`config.mk`:
```
export PLATFORM = sky130hd
export DESIGN_NAME = int_mul_div_datapath
export DESIGN_NICKNAME = d
export VERILOG_FILES = /design/src/md_pkg.sv /design/src/md_multiplier.sv /design/src/md_divider.sv /design/src/int_mul_div_datapath.sv
export SDC_FILE = /design/constraint.sdc
export NUM_CORES = 2
export LEC_CHECK = 0
export BUFFER_PORTS_ARGS = -buffer_cell sky130_fd_sc_hd__buf_4
export CAP_MARGIN = 25
export CORE_ASPECT_RATIO = 1.2
export CORE_UTILIZATION = 40
export DETAILED_ROUTE_END_ITERATION = 10
export HOLD_SLACK_MARGIN = 0.06
export SYNTH_ARGS = -nofsm -noshare
export SYNTH_HDL_FRONTEND = slang
export SYNTH_SLANG_ARGS = --single-unit
```
`constraint.sdc`:
```
create_clock -name hclk -period 3.48 [get_ports hclk]
set_input_delay 0.696 -clock hclk [delete_from_list [all_inputs] [get_ports hclk]]
set_output_delay 0.696 -clock hclk [all_outputs]
set_load 0.05 [all_outputs]
```
`src/md_pkg.sv`:
```
// shared constants and types of the integer multiply and divide datapath
package md_pkg;

   // ***********************************
   // widths
   // ***********************************
   localparam int XLEN = 32;
   localparam int DLEN = 64;
   localparam int SIMM_W = 13;
   localparam int ADDR_W = 8;

   // ***********************************
   // instruction fields
   // ***********************************
   localparam int OPC_HI = 24;
   localparam int OPC_LO = 19;
   localparam int IMM_SEL_BIT = 13;
   localparam int SRC2_HI = 4;
   localparam int SRC2_LO = 0;
   localparam int SIMM_HI = 12;
   localparam int OPC_SIGNED_BIT = 0;
   localparam int OPC_CC_BIT = 4;

   // ***********************************
   // operation codes
   // ***********************************
   localparam logic [5:0] OP_UMUL = 6'h0A;
   localparam logic [5:0] OP_SMUL = 6'h0B;
   localparam logic [5:0] OP_UMULCC = 6'h1A;
   localparam logic [5:0] OP_SMULCC = 6'h1B;
   localparam logic [5:0] OP_UDIV = 6'h0E;
   localparam logic [5:0] OP_SDIV = 6'h0F;
   localparam logic [5:0] OP_UDIVCC = 6'h1E;
   localparam logic [5:0] OP_SDIVCC = 6'h1F;

   // ***********************************
   // divide saturation values
   // ***********************************
   localparam logic [31:0] SAT_U = 32'hFFFF_FFFF;
   localparam logic [31:0] SAT_POS = 32'h7FFF_FFFF;
   localparam logic [31:0] SAT_NEG = 32'h8000_0000;
   localparam logic DIV_NEG_METHOD_B = 1'h0;

   // ***********************************
   // register map
   // ***********************************
   localparam logic [7:0] REG_CTRL = 8'h00;
   localparam logic [7:0] REG_STATUS = 8'h04;
   localparam logic [7:0] REG_IRQ_STAT = 8'h08;
   localparam logic [7:0] REG_IRQ_MASK = 8'h0C;
   localparam logic [7:0] REG_OP_COUNT = 8'h10;
   localparam int CTRL_EN_BIT = 0;
   localparam int CTRL_REM_BIT = 1;
   localparam logic [31:0] CTRL_RESET = 32'h0000_0003;
   localparam logic [31:0] CTRL_MASK = 32'h0000_0003;
   localparam int STAT_BUSY_BIT = 0;
   localparam int STAT_OVF_BIT = 1;
   localparam int EV_DONE_BIT = 0;
   localparam int EV_TRAP_BIT = 1;
   localparam int EV_OVF_BIT = 2;
   localparam logic [31:0] EV_MASK = 32'h0000_0007;
   localparam logic [2:0] HSIZE_WORD = 3'h2;
   localparam logic RESP_OKAY = 1'h0;

   // ***********************************
   // types
   // ***********************************
   typedef enum logic [1:0] {ST_IDLE, ST_MUL, ST_DIV} state_t;

   typedef struct packed {
      logic n;
      logic z;
      logic v;
      logic c;
   } icc_t;

   typedef struct packed {
      logic [31:0] instruction;
      logic [31:0] src1;
      logic [31:0] src2;
      logic [31:0] y;
   } issue_t;

   typedef struct packed {
      logic valid;
      logic trap;
      logic rd_write;
      logic [31:0] rd_data;
      logic y_write;
      logic [31:0] y_data;
      logic icc_write;
      icc_t icc;
   } result_t;

endpackage

```
`src/md_multiplier.sv`:
```
// one-cycle registered 32 by 32 multiplier, signed or unsigned
`timescale 1ns/1ps
module md_multiplier #(
   parameter int W = 32
) (
   // clock and reset
   input wire logic clk,
   input wire logic rstn,
   // request
   input wire logic start,
   input wire logic is_signed,
   input wire logic [W-1:0] a,
   input wire logic [W-1:0] b,
   // answer
   output logic done,
   output logic [2*W-1:0] product
);
   logic signed [2*W+1:0] full;

   // operands extended to the product width, so one multiplier serves both signednesses
   assign full = $signed({{(W+2){is_signed & a[W-1]}}, a}) *
      $signed({{(W+2){is_signed & b[W-1]}}, b});

   always_ff @(posedge clk or negedge rstn) begin
      if (!rstn) begin
         done <= 1'b0;
         product <= '0;
      end else begin
         done <= start;
         if (start) begin
            product <= full[2*W-1:0];
         end
      end
   end
endmodule

```
`src/md_divider.sv`:
```
// restoring divider on magnitudes, one quotient bit per cycle
`timescale 1ns/1ps
module md_divider #(
   parameter int NW = 64,
   parameter int DW = 32
) (
   // clock and reset
   input wire logic clk,
   input wire logic rstn,
   // request
   input wire logic start,
   input wire logic [NW-1:0] dividend,
   input wire logic [DW-1:0] divisor,
   // answer
   output logic busy,
   output logic done,
   output logic [NW-1:0] quotient,
   output logic [DW-1:0] remainder
);
   localparam int CW = $clog2(NW + 1);
   logic [CW-1:0] cnt;
   logic [DW-1:0] dvs;
   logic [DW:0] trial;

   assign busy = (cnt != '0);
   assign trial = {remainder, quotient[NW-1]};

   always_ff @(posedge clk or negedge rstn) begin
      if (!rstn) begin
         cnt <= '0;
         done <= 1'b0;
         dvs <= '0;
         quotient <= '0;
         remainder <= '0;
      end else begin
         done <= (cnt == CW'(1));
         if (start) begin
            cnt <= CW'(NW);
            dvs <= divisor;
            quotient <= dividend;
            remainder <= '0;
         end else if (busy) begin
            cnt <= cnt - CW'(1);
            // remainder stays below the divisor, so the trial fits in DW+1 bits
            if (trial >= {1'b0, dvs}) begin
               remainder <= DW'(trial - {1'b0, dvs});
               quotient <= {quotient[NW-2:0], 1'b1};
            end else begin
               remainder <= trial[DW-1:0];
               quotient <= {quotient[NW-2:0], 1'b0};
            end
         end
      end
   end
endmodule

```
`src/int_mul_div_datapath.sv`:
```
// integer multiply and divide execution datapath with an ahb-lite register slave
//
// What this block does
// - flag multiplies set negative from product bit 31, zero from low word.
// - flag multiplies clear overflow and carry flags.
// - operation codes 001110/001111/011110/011111 are the four divide variants.
// - dividend is high word over first source; divisor register or immediate.
// - remainder never goes to destination; optionally placed in high word.
// - unsigned divides use unsigned values, signed divides two's complement.
// - signed quotients round toward zero; remainder takes dividend sign.
// - unsigned overflow saturates destination to all ones.
// - signed positive overflow saturates to largest positive word.
// - signed negative overflow saturates to most negative word.
// - one negative overflow method, selected once, used always.
// - saturated quotient written for every divide variant.
// - plain divides keep flags; flag divides set n and z after saturation.
// - flag divides set overflow from overflow test, carry always cleared.
// - multiply writes high product word to high word, low to destination.
`timescale 1ns/1ps
module int_mul_div_datapath #(
   parameter logic NEG_METHOD_B = md_pkg::DIV_NEG_METHOD_B
) (
   // clock and reset
   input wire logic hclk,
   input wire logic hresetn,
   // ahb-lite slave
   input wire logic hsel,
   input wire logic [31:0] haddr,
   input wire logic [1:0] htrans,
   input wire logic hwrite,
   input wire logic [2:0] hsize,
   input wire logic [31:0] hwdata,
   input wire logic hready,
   output logic hreadyout,
   output logic hresp,
   output logic [31:0] hrdata,
   // issue from decode
   input wire logic issue_valid,
   input wire md_pkg::issue_t issue,
   output logic issue_ready,
   output logic [4:0] src2_index,
   // writeback
   output md_pkg::result_t result,
   // interrupt
   output logic irq
);
   // ***********************************
   // decode
   // ***********************************
   logic [5:0] opc;
   logic [31:0] operand2;
   logic is_mul, is_div, div_zero, accept;
   md_pkg::state_t state;
   logic [31:0] ctrl, irq_stat, irq_mask, op_count;

   assign opc = issue.instruction[md_pkg::OPC_HI:md_pkg::OPC_LO];
   assign src2_index = issue.instruction[md_pkg::SRC2_HI:md_pkg::SRC2_LO];
   assign operand2 = issue.instruction[md_pkg::IMM_SEL_BIT] ?
      {{(md_pkg::XLEN - md_pkg::SIMM_W){issue.instruction[md_pkg::SIMM_HI]}},
       issue.instruction[md_pkg::SIMM_HI:0]} : issue.src2;

   always_comb begin
      is_mul = 1'b0;
      is_div = 1'b0;
      case (opc)
         md_pkg::OP_UMUL, md_pkg::OP_SMUL, md_pkg::OP_UMULCC, md_pkg::OP_SMULCC: is_mul = 1'b1;
         md_pkg::OP_UDIV, md_pkg::OP_SDIV, md_pkg::OP_UDIVCC, md_pkg::OP_SDIVCC: is_div = 1'b1;
         default: ;
      endcase
   end

   assign div_zero = is_div && (operand2 == '0);
   assign issue_ready = (state == md_pkg::ST_IDLE) && ctrl[md_pkg::CTRL_EN_BIT];
   assign accept = issue_valid && issue_ready;

   // ***********************************
   // sequencing
   // ***********************************
   logic mul_done, div_done;
   logic cur_signed, cur_cc, dvd_neg, dvs_neg;
   logic [5:0] cur_op;
   logic now_signed, now_dvd_neg, now_dvs_neg;
   logic [63:0] dvd, dvd_mag, product, q_mag;
   logic [31:0] dvs_mag, r_mag;

   assign now_signed = opc[md_pkg::OPC_SIGNED_BIT];
   assign now_dvd_neg = now_signed && issue.y[md_pkg::XLEN-1];
   assign now_dvs_neg = now_signed && operand2[md_pkg::XLEN-1];
   assign dvd = {issue.y, issue.src1};
   assign dvd_mag = now_dvd_neg ? -dvd : dvd;
   assign dvs_mag = now_dvs_neg ? -operand2 : operand2;

   always_ff @(posedge hclk or negedge hresetn) begin
      if (!hresetn) begin
         state <= md_pkg::ST_IDLE;
      end else begin
         case (state)
            md_pkg::ST_IDLE: begin
               if (accept && is_mul) begin
                  state <= md_pkg::ST_MUL;
               end else if (accept && is_div && !div_zero) begin
                  state <= md_pkg::ST_DIV;
               end
            end
            md_pkg::ST_MUL: if (mul_done) state <= md_pkg::ST_IDLE;
            md_pkg::ST_DIV: if (div_done) state <= md_pkg::ST_IDLE;
            default: state <= md_pkg::ST_IDLE;
         endcase
      end
   end

   always_ff @(posedge hclk or negedge hresetn) begin
      if (!hresetn) begin
         cur_op <= '0;
         cur_signed <= 1'b0;
         cur_cc <= 1'b0;
         dvd_neg <= 1'b0;
         dvs_neg <= 1'b0;
      end else if (accept) begin
         cur_op <= opc;
         cur_signed <= now_signed;
         cur_cc <= opc[md_pkg::OPC_CC_BIT];
         dvd_neg <= now_dvd_neg;
         dvs_neg <= now_dvs_neg;
      end
   end

   md_multiplier #(.W(md_pkg::XLEN)) u_mul (
      .clk(hclk),
      .rstn(hresetn),
      .start(accept && is_mul),
      .is_signed(now_signed),
      .a(issue.src1),
      .b(operand2),
      .done(mul_done),
      .product(product)
   );

   md_divider #(.NW(md_pkg::DLEN), .DW(md_pkg::XLEN)) u_div (
      .clk(hclk),
      .rstn(hresetn),
      .start(accept && is_div && !div_zero),
      .dividend(dvd_mag),
      .divisor(dvs_mag),
      .busy(),
      .done(div_done),
      .quotient(q_mag),
      .remainder(r_mag)
   );

   // ***********************************
   // divide result shaping
   // ***********************************
   logic neg_q, div_ovf;
   logic [31:0] div_quot, div_rem;

   always_comb begin
      neg_q = cur_signed && (dvd_neg ^ dvs_neg);
      if (!cur_signed) begin
         div_ovf = q_mag > 64'(md_pkg::SAT_U);
      end else if (!neg_q) begin
         div_ovf = q_mag > 64'(md_pkg::SAT_POS);
      end else if (NEG_METHOD_B) begin
         // exact limit only, so a limit quotient with remainder overflows
         div_ovf = (q_mag > 64'(md_pkg::SAT_NEG)) ||
                   ((q_mag == 64'(md_pkg::SAT_NEG)) && (r_mag != '0));
      end else begin
         div_ovf = q_mag > 64'(md_pkg::SAT_NEG);
      end
      if (div_ovf) begin
         div_quot = !cur_signed ? md_pkg::SAT_U : (neg_q ? md_pkg::SAT_NEG : md_pkg::SAT_POS);
      end else begin
         div_quot = neg_q ? -q_mag[31:0] : q_mag[31:0];
      end
      div_rem = dvd_neg ? -r_mag : r_mag;
   end

   // ***********************************
   // writeback
   // ***********************************
   md_pkg::result_t next_res;
   logic next_ovf, last_ovf;
   logic [5:0] res_op;
   logic res_ovf;

   always_comb begin
      next_res = '0;
      next_ovf = 1'b0;
      if (accept && !is_mul && !(is_div && !div_zero)) begin
         // unknown codes answer too, with nothing written, so decode never hangs
         next_res.valid = 1'b1;
         next_res.trap = div_zero;
      end else if (state == md_pkg::ST_MUL && mul_done) begin
         next_res.valid = 1'b1;
         next_res.rd_write = 1'b1;
         next_res.rd_data = product[31:0];
         next_res.y_write = 1'b1;
         next_res.y_data = product[63:32];
         next_res.icc_write = cur_cc;
         next_res.icc.n = product[31];
         next_res.icc.z = (product[31:0] == '0);
         next_res.icc.v = 1'b0;
         next_res.icc.c = 1'b0;
      end else if (state == md_pkg::ST_DIV && div_done) begin
         next_ovf = div_ovf;
         next_res.valid = 1'b1;
         next_res.rd_write = 1'b1;
         next_res.rd_data = div_quot;
         next_res.y_write = ctrl[md_pkg::CTRL_REM_BIT];
         next_res.y_data = div_rem;
         next_res.icc_write = cur_cc;
         next_res.icc.n = div_quot[31];
         next_res.icc.z = (div_quot == '0);
         next_res.icc.v = div_ovf;
         next_res.icc.c = 1'b0;
      end
   end

   always_ff @(posedge hclk or negedge hresetn) begin
      if (!hresetn) begin
         result <= '0;
         res_op <= '0;
         res_ovf <= 1'b0;
      end else begin
         result <= next_res;
         res_op <= accept ? opc : cur_op;
         res_ovf <= next_ovf;
      end
   end

   always_ff @(posedge hclk or negedge hresetn) begin
      if (!hresetn) begin
         last_ovf <= 1'b0;
         op_count <= '0;
      end else if (next_res.valid) begin
         last_ovf <= next_ovf;
         op_count <= op_count + 32'h0000_0001;
      end
   end

   // ***********************************
   // ahb-lite slave
   // ***********************************
   logic addr_ok, wr_pend, rd_wait;
   logic [md_pkg::ADDR_W-1:0] bus_addr;
   logic [31:0] rd_mux, ev_set, ev_clr;

   assign addr_ok = hsel && htrans[1] && hready;
   // one wait state on reads lets a write just before land first
   assign hreadyout = !rd_wait;
   assign hresp = md_pkg::RESP_OKAY;

   always_ff @(posedge hclk or negedge hresetn) begin
      if (!hresetn) begin
         wr_pend <= 1'b0;
         rd_wait <= 1'b0;
         bus_addr <= '0;
      end else begin
         wr_pend <= addr_ok && hwrite && (hsize == md_pkg::HSIZE_WORD);
         rd_wait <= addr_ok && !hwrite;
         if (addr_ok) begin
            bus_addr <= haddr[md_pkg::ADDR_W-1:0];
         end
      end
   end

   always_comb begin
      case (bus_addr)
         md_pkg::REG_CTRL: rd_mux = ctrl;
         md_pkg::REG_STATUS: begin
            rd_mux = '0;
            rd_mux[md_pkg::STAT_BUSY_BIT] = (state != md_pkg::ST_IDLE);
            rd_mux[md_pkg::STAT_OVF_BIT] = last_ovf;
         end
         md_pkg::REG_IRQ_STAT: rd_mux = irq_stat;
         md_pkg::REG_IRQ_MASK: rd_mux = irq_mask;
         md_pkg::REG_OP_COUNT: rd_mux = op_count;
         default: rd_mux = '0;
      endcase
   end

   always_ff @(posedge hclk or negedge hresetn) begin
      if (!hresetn) begin
         hrdata <= '0;
      end else if (rd_wait) begin
         hrdata <= rd_mux;
      end
   end

   always_ff @(posedge hclk or negedge hresetn) begin
      if (!hresetn) begin
         ctrl <= md_pkg::CTRL_RESET;
      end else if (wr_pend && bus_addr == md_pkg::REG_CTRL) begin
         ctrl <= hwdata & md_pkg::CTRL_MASK;
      end
   end

   always_ff @(posedge hclk or negedge hresetn) begin
      if (!hresetn) begin
         irq_mask <= '0;
      end else if (wr_pend && bus_addr == md_pkg::REG_IRQ_MASK) begin
         irq_mask <= hwdata & md_pkg::EV_MASK;
      end
   end

   // ***********************************
   // interrupts
   // ***********************************
   always_comb begin
      ev_set = '0;
      ev_set[md_pkg::EV_DONE_BIT] = next_res.valid;
      ev_set[md_pkg::EV_TRAP_BIT] = next_res.trap;
      ev_set[md_pkg::EV_OVF_BIT] = next_ovf;
      ev_clr = (wr_pend && bus_addr == md_pkg::REG_IRQ_STAT) ? hwdata : '0;
   end

   // a new event in the clearing cycle survives
   always_ff @(posedge hclk or negedge hresetn) begin
      if (!hresetn) begin
         irq_stat <= '0;
      end else begin
         irq_stat <= ((irq_stat & ~ev_clr) | ev_set) & md_pkg::EV_MASK;
      end
   end

   assign irq = |(irq_stat & irq_mask);

   logic res_div, res_mul;
   // unknown codes with bit 2 set answer with nothing written and must not count as divides
   assign res_div = result.valid && !result.trap && res_op[2] && result.rd_write;
   assign res_mul = result.valid && !result.trap && !res_op[2] && result.rd_write;
endmodule

```
# ---- Yosys cells after proc, flatten, opt, wreduce, memory -nomap -nowiden
# Index checks and enable logic that the tools add are counted.
dict set report word_totals {
  ff_bits 363
  inputBits 203
  output_inout_bits 114
  elab_cells 146
}
dict set report classes {
  add_sub_neg 7
  multipliers 1
  magnitude_cmp 4
  n_eq_ne 19
  n_mux 37
  n_bitwise 7
  reduce_logical 39
}
# op count
set op_table {}
lappend op_table {{$mux W32} 10}
lappend op_table {{$mux W71} 3}
lappend op_table {{$mux W64} 3}
lappend op_table {{$pmux W32 S5} 1}
lappend op_table {{$gt A64 B32 Y1 const B} 2}
lappend op_table {{$logic_not A32 Y1} 3}
lappend op_table {{$neg A32 Y32} 3}
lappend op_table {{$gt A64 B31 Y1 const B} 1}
lappend op_table {{$mul A33 B33 Y64} 1}
lappend op_table {{$neg A64 Y64} 1}
lappend op_table {{$ge A33 B32 Y1} 1}
lappend op_table {{$add A32 B1 Y32 const B} 1}
lappend op_table {{$reduce_or A32 Y1} 1}
lappend op_table {{$sub A32 B32 Y32} 1}
lappend op_table {{$eq A6 B4 Y1 const B} 4}
lappend op_table {{$eq A6 B5 Y1 const B} 4}
lappend op_table {{$logic_and A1 B1 Y1} 22}
lappend op_table {{$eq A8 B4 Y1 const B} 2}
lappend op_table {{$mux W7} 2}
lappend op_table {{$mux W1} 12}
lappend op_table {{$eq A8 B3 Y1 const B} 1}
lappend op_table {{$eq A8 B5 Y1 const B} 1}
lappend op_table {{$logic_not A8 Y1} 1}
lappend op_table {{$mux W2} 4}
lappend op_table {{other kinds (20)} 29}

# ---- Depth between registers and ports, before layout
dict set report depth {
  depth_word 10
  mapped_depth 35
  ltp_nobuf 30
}

# ---- Modules after synthesis
# From an unflattened synthesis, not the netlist that was laid out.
dict set report unflattened {
  cells_unflattened 6544
  hier_area_um2 59320.6
}
# mod instances cells_per_inst area_each_um2 seq_area_each_um2
set modules_own_cells {}
lappend modules_own_cells {md_multiplier 1 4347 40428.8 1626.6}
lappend modules_own_cells {int_mul_div_datapath 1 1336 11187.0 4006.3}
lappend modules_own_cells {md_divider 1 861 7704.9 3403.3}

# ---- Worst setup path after synthesis
# Ideal clock, no wire load.
dict set report synth_timing {
  path_type {input port to flip-flop}
  startpoint {in issue[109] (netlist name)}
  endpoint {reg u_mul.product[61]}
  setup_ns 0.069
  arrival_ns 9.002
  required_time_ns 3.411
  path_slack_ns -5.590
  cell_stages 34
  n_path_buf 6
  path_cell_list {buf_6 > buf_6 > buf_2 > buf_1 > mux2_2 > clkbuf_1 > clkbuf_1 > nand2_1 > fa_1 > fa_1 > inv_1 > fa_1 > inv_1 > fa_1 > inv_1 > fa_1 > inv_1 > fa_1 > inv_1 > fa_1 > inv_1 > fa_1 > inv_1 > ha_1 > a21oi_1 > o21ai_0 > nor2_1 > nand3b_1 > o21ai_0 > o21ai_1 > a2111oi_2 > o31ai_1 > a2111o_1 > nand3_1}
}
dict set report synth_via {
  elab_chain_len 3
}
# item line
set synth_lines {}
lappend synth_lines {{start, declared} int_mul_div_datapath.sv:39} ;# input wire md_pkg::issue_t issue,
lappend synth_lines {{$mux W32 *} int_mul_div_datapath.sv:58} ;# assign operand2 = issue.instruction[md_pkg::IMM_SEL_BIT] ?
lappend synth_lines {{$and A1 B1 Y1} md_multiplier.sv:22} ;# $signed({{(W+2){is_signed & b[W-1]}}, b});
lappend synth_lines {{$mul A33 B33 Y64 *} md_multiplier.sv:21} ;# assign full = $signed({{(W+2){is_signed & a[W-1]}}, a}) *
lappend synth_lines {{end signal, assigned} md_multiplier.sv:31} ;# product <= full[2*W-1:0];
lappend synth_lines {{end, declared} md_multiplier.sv:16} ;# output logic [2*W-1:0] product
# Every way passes the cells marked *; elsewhere a longest branch is shown, timed or not.
# A chain may end at the register's enable or synchronous reset.

# ---- Final worst setup path
dict set report layout_timing {
  startpoint {in issue[109] (netlist name)}
  endpoint {reg u_mul.product[62]}
}
# The elaborated chain is that of the path after synthesis.

==> results.md <==
* Fraction of registers with async set or reset after synthesis at 100%
* Vias at ~49000
* RSZ-0062 raised after global routing: true
* Worst Path Arrival at 8440 ps
* DRT Pass-1 Iters at 6
* Clock Skew at 29.8 ps
* CTS H-tree depth at 2
* Antenna violations before repair at 19
* Worst hold path class: primary input to asynchronous set/reset pin
* Slew HR at 30.5%
* Register area share after synthesis at 15.5%
* Crit-path max cell delay at 590 ps
* Yosys warning count at 0
* Max_cap viols at 0
* I/O Buffers at 248
* Final Setup Violations at 81
* Max Slew Vio Count at 0
* EDFF count, synth at 0
* Post-Synthesis Cells at around 6500
* Area grow syn2layout at 24.4%
* Number of placed I/O pins at 317
* Detailed Place HPWL at 164000 um
* Synth top area cells: fa_1 (39%), dfrtp_1 (15%), inv_1 (7.9%)
* DP Area at 0.0681 sq mm
* Routability cong. at 0.947
* Finished Cell Area at 0.0726 sq mm
* Die area at around 0.15 sq mm
* Largest net degree at the start of global routing at between 100 and 150
* FF+latch count, synth at 361
* Worst-path clk slew at 70 ps
* Die X at 351 um
* Mean Syn Cell Area at 8.92 sq um
* Setup CP Type: primary input to register
* CTS root buf: clkbuf_16
* Setup_tns at -220660 ps
* Tmin final at 8010 ps
* Routed WL at 200000 um
* Most frequent cell after synthesis: inv_1
* Number of global-route vias before repair at 50700
* Share of layout cells above drive strength 1 at 22.3%
* Final worst slack at -4530 ps
* Final Hold Violating Endpoints at 0
* Max FO, Critical Path at 5
* DRC viols at 0
* Synth Cell Area at between 0.05 and 0.06 sq mm
* Synth Flop Type: dfrtp_1
* Starting Density at 40.3%
* Vias/cell at 5.21
* Worst setup EP type: register
* DRT antenna net count at 0
* Tightest Pin Transition at 1030 ps
* Initial drt markers at 3355
* Violated checks: negative setup slack
* Routed len/inst at 21.5 um
* Deepest clock path buffer count at 3
* Yosys cell types at 90
* TritonCTS clock tree: built
* Hold slack final at 81.2 ps
* GRT Resource Usage Total at 27.2%
* Hold buffer count at cts at 0
* First-pass GRT wire length at 304000 um
* Fin crit share at 230%
* Outcome: finished with violations
* CTS Buf Count at 34
* Worst Path Required at 3910 ps
* Achievable frequency at 0.125 GHz
* Sink Count at between 300 and 400
* Synth cell count leaders: inv_1 (1220), fa_1 (1126), nand2_1 (1080)
* Slowest cell on crit path: fa_1
* NumNets Final at 8914
* Placeable Area at 0.145 sq mm
* Cell accounting for the most synthesized area: fa_1
* Die height at around 420 um
* Top-area cell type share of the netlist area at 38.6%
* Top cell by count, worst path: fa_1
* Reg2Reg Depth at 10
* Startpoint types: primary input
* Row count at roughly 150
* Total grt overflow at 0
* Clock Latency Late Sink at between 500 and 600 ps
* Fillers at 13300
* Util after Layout at around half
[metal layers]
metal  global-route usage [%]  part of all wire [%]  wire [um]
met1                     35.8                    41      81900
met2                     45.4                    48      95100
met3                     3.75                   6.8      13700
met4                     10.6                   4.7       9390
met5                        0                 0.020         40
[flip-flops by register name, summed over array words and instances, names as in the netlist]
signal / flops
u_mul.done: 1
u_div.cnt: 7
state: 2
irq_stat: 3
result: 71
u_mul.product: 64
rd_wait: 1
last_ovf: 1
dvd_neg: 1
wr_pend: 1
cur_cc: 1
ctrl: 2
cur_signed: 1
u_div.done: 1
bus_addr: 8
dvs_neg: 1
irq_mask: 3
u_div.quotient: 64
u_div.remainder: 32
hrdata: 32
u_div.dvs: 32
op_count: 32
[cells by family (layout without fill, tap and decap cells)]
group	count (synthesis)	count (layout)	share of synthesized area (%)
and+or+nand+nor	2055	2055	16.3
AOI/OAI and AO/OA	796	796	8.38
adders and majority gates	1377	1377	44.0
DFF	361	361	15.5
buffers and inverters	1611	2431	10.5
other	1	11	0.00643
muxes	66	68	1.26
xor gates and xnor gates	269	269	4.04
[metrics by stage]
step | setup WS, ps | std cells
3_5_place_dp | -5640 | 9134
6_report | -4530 | 9305
2_1_floorplan | -4990 | 6537
5_1_grt | -4770 | 9304
3_3_place_gp | -5530 | 9134
4_1_cts | -4430 | 9259
[final cells by class]
cell class | count | area, sq um | area share, %
timing repair buffer | 1149 | 9960 | 13.7
clock buffer | 44 | 960 | 1.32
antenna | 9 | 22.5 | 0.0310
multi-input combinational | 4567 | 45400 | 62.6
inverter | 1221 | 4600 | 6.33
clock inverter | 17 | 180 | 0.248
sequential | 361 | 9040 | 12.5
tap | 1937 | 2420 | 3.34
[timing repair]
action,CTS,global route
cloned,4,2
buffers inserted,61,39
pin swaps,158,114
gates resized for setup,248,266
endpoints found under the setup margin,186,200
hold endpoints to repair,0,0
[critical path, delay by kind of cell]
family	cells	cell delay, ps
adders and majority gates	9	4410
AOI/OAI and AO/OA	10	2070
buffers and inverters	8	970
xor gates and xnor gates	1	170
and+or+nand+nor	1	90
[path summary, 6_finish.rpt]
check	from	to	slack, ps
min in group hclk	hwrite	rd_wait	320
min reg2reg	op_count[31]	op_count[31]	480
max in group asynchronous	hresetn	result[58]	2520
min	hresetn	hrdata[6]	80
max reg2reg	u_div.remainder[4]	result[27]	80
max	issue[109]	u_mul.product[62]	-4530
[layout by cell type, fill, tap and decap left out, types with 152 or more instances in the layout]
cell type  synthesis  final
ha_1             251    198
fa_1            1126   1089
buf_4              8   1004
inv_1           1220   1169
nor2_1           258    243
xnor2_1          159    152
and2_1           360    335
nand2_1         1080   1056
dfrtp_1          359    359
o21ai_0          256    226
Power is left out: the tool's default activity adds up to more than one toggle a clock period on the data nets, which glitch-free logic cannot reach.
